==> src/hdl/ncs_pkg.sv <==
// Shared types and constants for the nibble CPU sequencing datapath
package ncs_pkg;

   // Widths
   localparam int NIB_W    = 4;
   localparam int PC_W     = 12;
   localparam int LOW_W    = 11;
   localparam int PAGE_BIT = 11;
   localparam int TJ_LSB   = 8;
   localparam int ROM_AW   = 13;
   localparam int ROM_DW   = 16;
   localparam int PTR_W    = 10;
   localparam int VEC_W    = 3;
   localparam int DEPTH_W  = 4;
   localparam int STACK_DEPTH = 8;
   localparam int CMD_W    = 20;
   localparam int CONST_W  = 8;
   localparam int BUS_W    = 32;
   localparam int ADDR_W   = 8;

   // Instruction cycle length in oscillator periods
   localparam int OSC_PER_INSTR = 4;
   localparam logic [1:0] PH_SAMPLE = 2'h2;
   localparam logic [1:0] PH_LAST   = 2'(OSC_PER_INSTR - 1);

   // Register byte offsets
   localparam logic [ADDR_W-1:0] OFF_CMD    = 8'h00;
   localparam logic [ADDR_W-1:0] OFF_STATUS = 8'h04;
   localparam logic [ADDR_W-1:0] OFF_PC     = 8'h08;
   localparam logic [ADDR_W-1:0] OFF_PTR    = 8'h0C;
   localparam logic [ADDR_W-1:0] OFF_BANK   = 8'h10;
   localparam logic [ADDR_W-1:0] OFF_DATA   = 8'h14;

   // Bus encodings
   localparam logic [1:0] HTRANS_NONSEQ = 2'h2;
   localparam logic [2:0] HSIZE_WORD    = 3'h2;

   // Reset values and ROM bank prefixes
   localparam logic [PC_W-1:0]    PC_RESET  = 12'h000;
   localparam logic [1:0]         BANK0_HI  = 2'h0;
   localparam logic [1:0]         BANK1_HI  = 2'h1;
   localparam logic [1:0]         BANK2_HI  = 2'h2;
   localparam logic [DEPTH_W-1:0] STACK_FULL = 4'h8;

   // Decimal adjust constants
   localparam logic [NIB_W-1:0] DEC_LIMIT = 4'h9;
   localparam logic [NIB_W-1:0] DEC_ADD   = 4'h6;
   localparam logic [NIB_W-1:0] DEC_SUB   = 4'hA;

   typedef enum logic [4:0] {
      OP_NOP, OP_ADD, OP_ADC, OP_SUB, OP_SBC, OP_ADI, OP_SBI, OP_DEC_ADJ_ADD,
      OP_DEC_ADJ_SUB, OP_AND, OP_OR, OP_XOR, OP_SHIFT_RIGHT, OP_LOAD_IND,
      OP_STORE_IND, OP_UNCOND_JUMP, OP_BRANCH, OP_CALL, OP_RETURN_INT,
      OP_RETURN_CONST, OP_TABLE_JUMP, OP_INT_ENTRY
   } ncs_op_t;

   typedef enum logic [2:0] {
      COND_A0, COND_A1, COND_A2, COND_A3, COND_AZ, COND_ANZ, COND_C, COND_NC
   } ncs_cond_t;

   typedef struct packed {
      logic [PC_W-1:0] arg;
      ncs_cond_t       cond;
      ncs_op_t         op;
   } ncs_cmd_t;

   typedef struct packed {
      logic            carry;
      logic [PC_W-1:0] pc;
   } ncs_stack_t;

   typedef struct packed {
      logic [DEPTH_W-1:0] depth;
      logic [NIB_W-1:0]   table_branch_reg;
      logic [NIB_W-1:0]   acc;
      logic               carry;
      logic               busy;
   } ncs_status_t;

   typedef struct packed {
      logic [2:0]       high;
      logic [2:0]       mid;
      logic [NIB_W-1:0] low;
   } ncs_ptr_t;

   typedef struct packed {
      logic [NIB_W-1:0] table_branch_reg;
      logic [NIB_W-1:0] acc;
   } ncs_const_t;

   typedef struct packed {
      logic [NIB_W-1:0] value;
      logic             carry;
      logic             carryWr;
      logic             accWr;
   } ncs_alu_t;

endpackage : ncs_pkg

==> src/hdl/ncs_alu.sv <==
// Nibble ALU: binary, decimal adjust, logic and shift operations
`timescale 1ns/100ps
`default_nettype none
module ncs_alu
   import ncs_pkg::*;
(
   input  wire ncs_op_t          op,
   input  wire logic [NIB_W-1:0] a,
   input  wire logic [NIB_W-1:0] b,
   input  wire logic             cin,
   output ncs_alu_t              res
);

   logic             isSub;
   logic             carryIn;
   logic [NIB_W-1:0] addB;
   logic [NIB_W:0]   sum;

   // Shared adder; subtraction adds the complement, carry high means no borrow
   assign isSub   = (op == OP_SUB) || (op == OP_SBC) || (op == OP_SBI);
   assign carryIn = (op == OP_ADC || op == OP_SBC) ? cin : isSub;
   assign addB    = isSub ? ~b : b;
   assign sum     = {1'b0, a} + {1'b0, addB} + (NIB_W + 1)'(carryIn);

   // Result select per operation
   always_comb
   begin
      res = '{value: a, carry: cin, carryWr: 1'b0, accWr: 1'b1};
      unique case (op)
         OP_ADD, OP_ADC, OP_SUB, OP_SBC, OP_ADI, OP_SBI:
         begin
            res.value   = sum[NIB_W-1:0];
            res.carry   = sum[NIB_W];
            res.carryWr = 1'b1;
         end
         OP_DEC_ADJ_ADD:
            if (cin || a > DEC_LIMIT)
            begin
               res.value   = a + DEC_ADD;
               res.carry   = 1'b1;
               res.carryWr = 1'b1;
            end
         OP_DEC_ADJ_SUB:
            if (!cin)
               res.value = a + DEC_SUB;
         OP_AND:         res.value = a & b;
         OP_OR:          res.value = a | b;
         OP_XOR:         res.value = a ^ b;
         OP_SHIFT_RIGHT: res.value = a >> 1;
         default:        res.accWr = 1'b0;
      endcase
   end

endmodule : ncs_alu
`default_nettype wire

==> src/hdl/ncs_core.sv <==
// Sequencer, program counter, accumulator and AHB-Lite registers of the CPU
`timescale 1ns/100ps
`default_nettype none
// Notes on behaviour
// - PC is page bit over 11-bit counter
// - Jump can set the page bit
// - PC reaches 4K words, banks extend
// - ALU adds, subtracts, adjusts, logic, shifts
// - Carry takes arithmetic overflow or no-borrow
// - Call and interrupt push carry; interrupt return restores
// - Constant return leaves carry alone
// - Accumulator nibble holds results, moves data
// - Table jump uses PC top, TABLE_BRANCH_REG, accumulator
// - Constant return loads ROM byte halves
// - Pointer is 3+3+4 bits, ten total
// - Indirect access uses pointer bits nine-zero
// - Stack entry is carry over PC, eight
// - Returns pop the newest entry
// - Overflow drops oldest entry, no error
// - Instruction takes four clock periods
// - Upper 2K maps to bank one or two
// - Reset at zero, vectors zero to seven
module ncs_core
   import ncs_pkg::*;
(
   input  wire logic               clk,
   input  wire logic               rst_n,
   input  wire logic               hsel,
   input  wire logic [BUS_W-1:0]   haddr,
   input  wire logic [1:0]         htrans,
   input  wire logic               hwrite,
   input  wire logic [2:0]         hsize,
   input  wire logic [BUS_W-1:0]   hwdata,
   input  wire logic               hready,
   output logic                    hreadyout,
   output logic [BUS_W-1:0]        hrdata,
   output logic                    hresp,
   output logic [ROM_AW-1:0]       romAddr,
   input  wire logic [ROM_DW-1:0]  romData,
   output logic [PTR_W-1:0]        ramAddr,
   output logic [NIB_W-1:0]        ramWrData,
   output logic                    ramWe,
   input  wire logic [NIB_W-1:0]   ramRdData
);

   // Map CPU address to ROM: lower 2K always bank 0
   function automatic logic [ROM_AW-1:0] romMap(input logic [PC_W-1:0] pc,
                                                input logic bankSel);
      logic [1:0] hi;
      hi = !pc[PAGE_BIT] ? BANK0_HI : (bankSel ? BANK2_HI : BANK1_HI);
      return {hi, pc[LOW_W-1:0]};
   endfunction : romMap

   // Branch condition on accumulator bits, zero or carry
   function automatic logic condMet(input ncs_cond_t c, input logic [NIB_W-1:0] a,
                                    input logic cy);
      logic r;
      unique case (c)
         COND_A0:  r = a[0];
         COND_A1:  r = a[1];
         COND_A2:  r = a[2];
         COND_A3:  r = a[3];
         COND_AZ:  r = (a == '0);
         COND_ANZ: r = (a != '0);
         COND_C:   r = cy;
         COND_NC:  r = !cy;
      endcase
      return r;
   endfunction : condMet

   logic                 selWrReg;
   logic [ADDR_W-1:0]    wAddrReg;
   logic [BUS_W-1:0]     hrdataReg;
   logic                 busyReg;
   logic [1:0]           phaseReg;
   ncs_cmd_t             cmdReg;
   logic [PC_W-1:0]      pcReg, pcNext, pcInc;
   logic [NIB_W-1:0]     accReg, accNext;
   logic [NIB_W-1:0]     tbrReg, tbrNext;
   logic                 carryReg, carryNext;
   ncs_ptr_t             pointerReg;
   logic                 bankReg;
   logic [NIB_W-1:0]     ramDataReg;
   logic [ROM_DW-1:0]    romWordReg;
   logic [ROM_AW-1:0]    romAddrReg;
   logic [PTR_W-1:0]     ramAddrReg;
   logic [NIB_W-1:0]     ramWrDataReg;
   logic                 ramWeReg;
   logic                 pushReq, popReq;
   ncs_stack_t           pushData, stackTop;
   logic [DEPTH_W-1:0]   stackDepth;
   ncs_alu_t             aluRes;
   ncs_status_t          statusWord;
   ncs_const_t           constWord;

   // Bus decode: single word transfers only, zero wait states
   wire addrTake  = hsel && hready && htrans == HTRANS_NONSEQ && hsize == HSIZE_WORD;
   wire wrCmd     = selWrReg && wAddrReg == OFF_CMD;
   wire wrPtr     = selWrReg && wAddrReg == OFF_PTR;
   wire wrBank    = selWrReg && wAddrReg == OFF_BANK;
   wire startCmd  = wrCmd && !busyReg;
   wire commit    = busyReg && phaseReg == PH_LAST;
   wire sample    = busyReg && phaseReg == PH_SAMPLE;
   wire [ADDR_W-1:0] rAddr = haddr[ADDR_W-1:0];
   wire [BUS_W-1:0]  rdMux =
        (rAddr == OFF_STATUS) ? BUS_W'(statusWord) :
        (rAddr == OFF_PC)     ? BUS_W'(pcReg)      :
        (rAddr == OFF_PTR)    ? BUS_W'(pointerReg) :
        (rAddr == OFF_BANK)   ? BUS_W'(bankReg)    :
        (rAddr == OFF_DATA)   ? BUS_W'(ramDataReg) : '0;

   assign statusWord = '{depth: stackDepth, table_branch_reg: tbrReg, acc: accReg,
                         carry: carryReg, busy: busyReg};
   assign constWord  = ncs_const_t'(romWordReg[CONST_W-1:0]);
   assign pcInc      = {pcReg[PAGE_BIT], LOW_W'(pcReg[LOW_W-1:0] + 1'b1)};

   // Bus phase tracking and read data
   always_ff @(posedge clk or negedge rst_n)
   begin
      if (!rst_n)
      begin
         selWrReg  <= 1'b0;
         wAddrReg  <= '0;
         hrdataReg <= '0;
      end
      else
      begin
         selWrReg  <= addrTake && hwrite;
         wAddrReg  <= rAddr;
         hrdataReg <= (addrTake && !hwrite) ? rdMux : '0;
      end
   end

   // Four-phase instruction sequencer
   always_ff @(posedge clk or negedge rst_n)
   begin
      if (!rst_n)
      begin
         busyReg  <= 1'b0;
         phaseReg <= '0;
         cmdReg   <= '0;
      end
      else if (startCmd)
      begin
         busyReg  <= 1'b1;
         phaseReg <= '0;
         cmdReg   <= ncs_cmd_t'(hwdata[CMD_W-1:0]);
      end
      else if (busyReg)
      begin
         phaseReg <= phaseReg + 1'b1;
         busyReg  <= !commit;
      end
   end

   ncs_alu u_alu (
      .op  (cmdReg.op),
      .a   (accReg),
      .b   ((cmdReg.op == OP_ADI || cmdReg.op == OP_SBI) ? cmdReg.arg[NIB_W-1:0]
                                                        : ramDataReg),
      .cin (carryReg),
      .res (aluRes)
   );

   ncs_stack u_stack (
      .clk       (clk),
      .rst_n     (rst_n),
      .push      (pushReq),
      .pop       (popReq),
      .pushEntry (pushData),
      .topEntry  (stackTop),
      .depth     (stackDepth)
   );

   // Next program counter, accumulator, table branch and carry
   always_comb
   begin
      pcNext    = pcReg;
      accNext   = accReg;
      tbrNext   = tbrReg;
      carryNext = carryReg;
      pushReq   = 1'b0;
      popReq    = 1'b0;
      pushData  = '{carry: carryReg, pc: pcInc};
      if (commit)
      begin
         pcNext = pcInc;
         if (aluRes.accWr)
            accNext = aluRes.value;
         if (aluRes.carryWr)
            carryNext = aluRes.carry;
         unique case (cmdReg.op)
            OP_LOAD_IND:    accNext = ramDataReg;
            OP_UNCOND_JUMP: pcNext = cmdReg.arg;
            OP_BRANCH:
               if (condMet(cmdReg.cond, accReg, carryReg))
                  pcNext = {pcReg[PAGE_BIT], cmdReg.arg[LOW_W-1:0]};
            OP_CALL:
            begin
               pushReq = 1'b1;
               pcNext  = cmdReg.arg;
            end
            OP_INT_ENTRY:
            begin
               pushReq     = 1'b1;
               pushData.pc = pcReg;
               pcNext      = PC_W'(cmdReg.arg[VEC_W-1:0]);
            end
            OP_RETURN_INT:
            begin
               popReq    = 1'b1;
               pcNext    = stackTop.pc;
               carryNext = stackTop.carry;
            end
            OP_RETURN_CONST:
            begin
               popReq  = 1'b1;
               pcNext  = stackTop.pc;
               tbrNext = constWord.table_branch_reg;
               accNext = constWord.acc;
            end
            OP_TABLE_JUMP:
               pcNext = {pcReg[PC_W-1:TJ_LSB], tbrReg, accReg};
            default: ;
         endcase
      end
   end

   // Architectural state
   always_ff @(posedge clk or negedge rst_n)
   begin
      if (!rst_n)
      begin
         pcReg    <= PC_RESET;
         accReg   <= '0;
         tbrReg   <= '0;
         carryReg <= 1'b0;
      end
      else
      begin
         pcReg    <= pcNext;
         accReg   <= accNext;
         tbrReg   <= tbrNext;
         carryReg <= carryNext;
      end
   end

   // Software pointer, bank select and sampled memory words
   always_ff @(posedge clk or negedge rst_n)
   begin
      if (!rst_n)
      begin
         pointerReg <= '0;
         bankReg    <= 1'b0;
         ramDataReg <= '0;
         romWordReg <= '0;
      end
      else
      begin
         if (wrPtr)
            pointerReg <= ncs_ptr_t'(hwdata[PTR_W-1:0]);
         if (wrBank)
            bankReg <= hwdata[0];
         if (sample)
         begin
            ramDataReg <= ramRdData;
            romWordReg <= romData;
         end
      end
   end

   // Memory side outputs
   always_ff @(posedge clk or negedge rst_n)
   begin
      if (!rst_n)
      begin
         romAddrReg   <= '0;
         ramAddrReg   <= '0;
         ramWrDataReg <= '0;
         ramWeReg     <= 1'b0;
      end
      else
      begin
         romAddrReg   <= romMap(pcReg, bankReg);
         ramAddrReg   <= pointerReg;
         ramWrDataReg <= accReg;
         ramWeReg     <= sample && cmdReg.op == OP_STORE_IND;
      end
   end

   assign hreadyout = 1'b1;
   assign hresp     = 1'b0;
   assign hrdata    = hrdataReg;
   assign romAddr   = romAddrReg;
   assign ramAddr   = ramAddrReg;
   assign ramWrData = ramWrDataReg;
   assign ramWe     = ramWeReg;
endmodule : ncs_core
`default_nettype wire

==> src/hdl/ncs_stack.sv <==
// Eight level return stack of carry and program counter
`timescale 1ns/100ps
`default_nettype none
module ncs_stack
   import ncs_pkg::*;
(
   input  wire logic                clk,
   input  wire logic                rst_n,
   input  wire logic                push,
   input  wire logic                pop,
   input  wire ncs_stack_t          pushEntry,
   output ncs_stack_t               topEntry,
   output logic [DEPTH_W-1:0]       depth
);

   ncs_stack_t mem [STACK_DEPTH];

   // Shift stack: push drops the oldest entry off the bottom silently
   always_ff @(posedge clk or negedge rst_n)
   begin
      if (!rst_n)
      begin
         for (int i = 0; i < STACK_DEPTH; i++)
            mem[i] <= '0;
         depth <= '0;
      end
      else if (push)
      begin
         mem[0] <= pushEntry;
         for (int i = 1; i < STACK_DEPTH; i++)
            mem[i] <= mem[i-1];
         depth <= (depth == STACK_FULL) ? depth : depth + 1'b1;
      end
      else if (pop)
      begin
         for (int i = 0; i < STACK_DEPTH - 1; i++)
            mem[i] <= mem[i+1];
         mem[STACK_DEPTH-1] <= '0;
         depth <= (depth == '0) ? depth : depth - 1'b1;
      end
   end

   assign topEntry = mem[0];
endmodule : ncs_stack
`default_nettype wire
==> config.mk <==
export PLATFORM = sky130hd
export DESIGN_NAME = ncs_core
export DESIGN_NICKNAME = d
export VERILOG_FILES = /design/src/hdl/ncs_pkg.sv /design/src/hdl/ncs_alu.sv /design/src/hdl/ncs_core.sv /design/src/hdl/ncs_stack.sv
export SDC_FILE = /design/constraint.sdc
export NUM_CORES = 1
export LEC_CHECK = 0
export BUFFER_PORTS_ARGS = -buffer_cell sky130_fd_sc_hd__buf_2
export CAP_MARGIN = 20
export CORE_ASPECT_RATIO = 1.5
export CORE_MARGIN = 1
export CORE_UTILIZATION = 35
export CTS_BUF_LIST = sky130_fd_sc_hd__clkbuf_8
export DETAILED_ROUTE_END_ITERATION = 16
export MAX_ROUTING_LAYER = met4
export PLACE_DENSITY = 0.61
export SYNTH_ARGS = -nofsm -noshare
export SYNTH_HDL_FRONTEND = slang
export SYNTH_HIERARCHICAL = 1
export SYNTH_SLANG_ARGS = --single-unit
==> constraint.sdc <==
create_clock -name clk -period 5.1 [get_ports clk]
set_input_delay 0 -clock clk [delete_from_list [all_inputs] [get_ports clk]]
set_output_delay 0 -clock clk [all_outputs]
set_load 0.01 [all_outputs]
# Word level (Yosys, flattened, before mapping)
# Cells that the tools add are included.
[op_classes] add_sub_neg=8 magnitude_cmp=1 n_eq_ne=45 mux=41 bitwise=6 reduce_logical=44
[ops] operator="$mux 104" n=2
[ops] operator="$pmux 12 s5" n=1
[ops] operator="$eq 5x4->1 const B" n=8
[ops] operator="$mux 4" n=10
[ops] operator="$mux 11" n=3
[ops] operator="$eq 5x5->1 const B" n=6
[ops] operator="$mux 14" n=2
[ops] operator="$pmux 4 s7" n=1
[ops] operator="$eq 8x4->1 const B" n=3
[ops] operator="$eq 8x5->1 const B" n=3
[ops] operator="$eq 5x3->1 const B" n=4
[ops] operator="$eq 3x3->1 const B" n=4
[ops] operator="$logic_and 1x1->1" n=12
[ops] operator="$mux 1" n=12
[ops] operator="$mux 12" n=1
[ops] operator="$reduce_or 12->1" n=1
[ops] operator="$add 11x1->11 const B" n=1
[ops] operator="$eq 5x2->1 const B" n=2
[ops] operator="$mux 10" n=1
[ops] operator="$eq 3x2->1 const B" n=3
[ops] operator="$reduce_bool 3->1" n=3
[ops] operator="$reduce_bool 9->1" n=1
[ops] operator="$eq 8x3->1 const B" n=1
[ops] operator="$logic_not 4->1" n=2
[ops] operator="38 further kinds" n=58
[word_totals] ff_bits=226 input_bits=94 output_inout_bits=62 word_cells=186

# Longest topological paths before layout
[logic_depth] depth_word=10 ltp_mapped=17

# Cells and area by module
# The synthesis kept the hierarchy.
[by_module_without_submodules] mod="ncs_core" n_inst=1 cells_per_inst=502 area_each_um2=5704.2
[by_module_without_submodules] mod="ncs_stack" n_inst=1 cells_per_inst=495 area_each_um2=5053.6
[by_module_without_submodules] mod="ncs_alu" n_inst=1 cells_per_inst=119 area_each_um2=947.2

# Least setup slack after synthesis
# Ideal clock, no wire load.
[synth_path] path_kind="register to register" start="register cmdReg[0] in the netlist's numbering" end="register accReg[2]" arrival_ps=2876 required_time_ps=4951 path_slack_ps=2075 path_stages_with_launch=15 path_cell_list="dfrtp_1 clkbuf_1 xor2_1 nand3b_1 mux2_2 inv_1 xnor2_1 fa_1 inv_1 fa_1 xor2_1 o211ai_1 o32a_1 nand2_1 a31oi_1"
[synth_rtl] item="start: declaration" line="ncs_core.sv:76" source="ncs_cmd_t cmdReg;"
[synth_rtl] item="start signal: assignment" line="ncs_core.sv:147" source="cmdReg <= ncs_cmd_t'(hwdata[CMD_W-1:0]);"
[synth_rtl] item="end signal: assignment" line="ncs_core.sv:242" source="accReg <= accNext;"
[synth_rtl] item="end: declaration" line="ncs_core.sv:78" source="logic [NIB_W-1:0] accReg, accNext;"

==> summary.md <==
| Metric | Value |
|---|---|
| CP Max Fanout | `26` |
| First-pass GRT wire length | `45970 um` |
| Max Clk Rate | `about 280 MHz` |
| Synth Register Bits | `226` |
| Core Region | `between 0.03 and 0.04 mm2` |
| R2r setup slk | `approximately 1.5 ns` |
| Final cell count without fillers | `approximately 1700` |
| Reg2reg start | `cmdReg[1]` |
| Synthesis-to-finish area growth | `15.65%` |
| Top FF cell, synth | `dfrtp_1` |
| Ports | `about 160` |
| Cells after Synth | `1116` |
| Routed WL per cell | `around 17 um` |
| Top cells by area, synth | `dfrtp_1, mux2i_1, mux2_2, o21ai_0, nand2_1` |
| Worst-path clk slew | `roughly 0.06 ns` |
| Htree depth | `2` |
| Via density | `around 5.2` |
| Worst path required time | `around 5.5 ns` |
| TritonCTS clock tree | `built` |
| DP HPWL | `about 19000 um` |
| Period utilization | `70.26%` |
| GP Congestion | `approximately 0.89` |
| Number of synthesized flops with an enable pin | `0` |
| CP Launch Type | `flip-flop` |
| RSZ-0062 raised after global routing | `false` |
| TritonCTS buffer count | `37` |
| Initial antenna violation count | `0` |
| # diodes | `0` |
| Top-count cell post-synth | `dfrtp_1` |
| Antenna-violating nets left | `0` |
| Placed Cells | `between 1500 and 2000` |
| Max-slew violations | `0` |
| Area occupied by multi-input gates | `between 0.005 and 0.006 mm2` |
| Post-CTS Setup Inserts | `0` |
| Layout Utilization | `around 41%` |
| Clock Skews | `approximately 0.018 ns` |
| Iteration-0 DRC Markers | `between 400 and 500` |
| Max IR drop VDD | `249.9 uV` |
| Synth area leader | `dfrtp_1` |
| Reg2Reg Depth | `13` |
| Die height | `around 230 um` |
| Synth top cells by count | `dfrtp_1, nand2_1, o21ai_0, mux2i_1, mux2_2` |
| Register area | `0.005655 mm2` |
| Setup violations, final | `0` |
| Synth Cell Area | `~0.012 mm2` |
| Drt total wl | `28440 um` |
| Yosys warns | `6` |
| Port Buffers | `between 90 and 100` |
| Largest net degree at the start of global routing | `138` |
| FF-to-FF End | `accReg[2]` |
| Outcome | `complete, no violations` |
| Vias | `approximately 8600` |
| Period minus WS final | `3.583 ns` |
| Ys async rst share | `100.0%` |
| CP endpoint kind | `flip-flop` |
| Residual DRC | `0` |
| Starting Density | `around 36%` |
| Leak Pwr | `around 5.9 nW` |
| All-Layer GR Usage | `between 15 and 20%` |
| DIE AREA | `0.03419 mm2` |
| Nets@finish | `1330` |
| Hold Path Class | `input port to asynchronous set/reset pin` |
| Fill cells | `about 3200` |
| Power Density | `about 270 mW/mm2` |
| Detailed-router iteration count before antenna repair | `4` |
| Worst-skew pair later-pin latency | `0.55 ns` |
| Sinks on Clock Net | `~230` |
| Row count | `81` |
| Synth top area share | `48.32%` |
| Post-synth cell types | `87` |
| Worst EP arrival | `around 4 ns` |
| Clk buf depth | `3` |
| CTS Root Cell | `clkbuf_8` |
| Final Hold Viols | `0` |
| Syn Area/Cell | `10.49 um2` |
| Setup TNS | `0 ns` |
| Tightest Pin Transition | `roughly 1.2 ns` |
| Max-Cap Viols | `0` |
| Die W | `around 150 um` |
| Total congestion overflow | `0` |
| Number of global-route vias before repair | `around 8500` |
| Share of layout cells above drive strength 1 | `between 10% and 20%` |
| Setup CP Type | `flip-flop to flip-flop` |
| Rel. slew slack | `a little over a fifth` |
| Sequential fraction of the synthesis area | `roughly 48%` |
worst max-delay path by stage:
stage,startpoint,endpoint,cells past startpoint
final,cmdReg[1],accReg[2],13
after global routing,cmdReg[1],carryReg,16
after CTS,cmdReg[1],accReg[2],13
after detailed placement,cmdReg[1],accReg[2],13
after global placement,cmdReg[1],carryReg,16
after floorplan,cmdReg[0],accReg[2],14
repair_timing:
item                      4_1_cts  5_1_grt
resized for setup               0        0
hold endpoints to repair      155        0
hold buffers                   45        0
layout make-up:
type	count	area share, %
clock buffer	47	4.779
clock inverter	18	1.220
inverter	24	0.6655
multi-input combinational	778	39.96
sequential	226	41.78
tap	415	3.836
timing repair buffer	148	7.764
critical path, cell delays in order (launching register included):
cell,delay [ns]
dfrtp_1,0.91
xor2_1,0.13
nand3b_1,0.26
mux2_2,0.38
inv_1,0.09
xnor2_1,0.16
fa_1,0.29
inv_1,0.07
fa_1,0.40
xor2_1,0.19
o211ai_1,0.10
o32a_1,0.30
nand2_1,0.07
a31oi_1,0.08
flip-flops by register name, summed over array words and instances, names as in the netlist:
| signal | flops |
|---|---|
| cmdReg | 20 |
| ramDataReg | 4 |
| phaseReg | 2 |
| selWrReg | 1 |
| carryReg | 1 |
| u_stack/topEntry | 13 |
| ramWrData | 4 |
| tbrReg | 4 |
| u_stack/depth | 4 |
| romAddr | 13 |
| busyReg | 1 |
| bankReg | 1 |
| pcReg | 12 |
| ramAddr | 10 |
| accReg | 4 |
| ramWe | 1 |
| hrdata | 14 |
| pointerReg | 10 |
| u_stack/mem | 91 |
| wAddrReg | 8 |
| romWordReg | 8 |
routing by layer:
| metal | vias up | part of all wire, % | track usage, % |
|---|---|---|---|
| met3 | 75 | 3.3 | 2.707 |
| met4 | 0 | 4.7 | 8.935 |
| met1 | 4220 | 41 | 20.40 |
| li1 | 4114 | - | - |
| met5 | - | 0 | - |
| met2 | 190 | 51 | 29.87 |
cells in the final DEF (no fill, tap or decap), types with 11 or more instances in the layout:
cell / instances
clkbuf_8: 47
nor2b_1: 12
a21oi_1: 22
nand2_1: 155
mux2_2: 56
and2_1: 11
o21ai_0: 123
dfrtp_1: 226
dlygate4sd3_1: 45
mux2i_1: 93
buf_2: 90
conb_1: 20
inv_1: 31
nand3_1: 11
xnor2_1: 15
ha_1: 18
nor2_1: 41
a22oi_1: 18
cell families after synthesis:
family                   after synthesis  share of synthesized area, %
AO/OA/AOI/OAI                        257                         14.53
XOR/XNOR                              21                         1.571
adder cells (fa/ha/maj)               21                         2.437
buffers and inverters                130                         6.136
flip-flops                           226                         48.32
multiplexers                         152                         13.79
other                                  2                       0.06416
AND/OR/NAND/NOR                      307                         13.16
through the flow:
step	hold slack, ns	area [um2]	total power, mW	setup WS [ns]
global route	0.09361	13540	3.793	1.189
global placement	0.04795	12250	1.940	1.549
CTS	0.08430	13510	3.716	1.521
floorplan	-0.2956	11770	1.881	2.075
detailed placement	0.05165	12250	1.941	1.542
finish	0.05005	13540	3.664	1.517
report_power, final:
part / total [mW] / switching [mW] / leakage (nW) / internal, mW
combinational: 0.122 / 0.0709 / 2.32 / 0.0508
sequential: 1.81 / 0.00757 / 3.11 / 1.80
clock: 1.73 / 0.746 / 0.442 / 0.986
No activity file was read; power rests on OpenSTA's default activity.
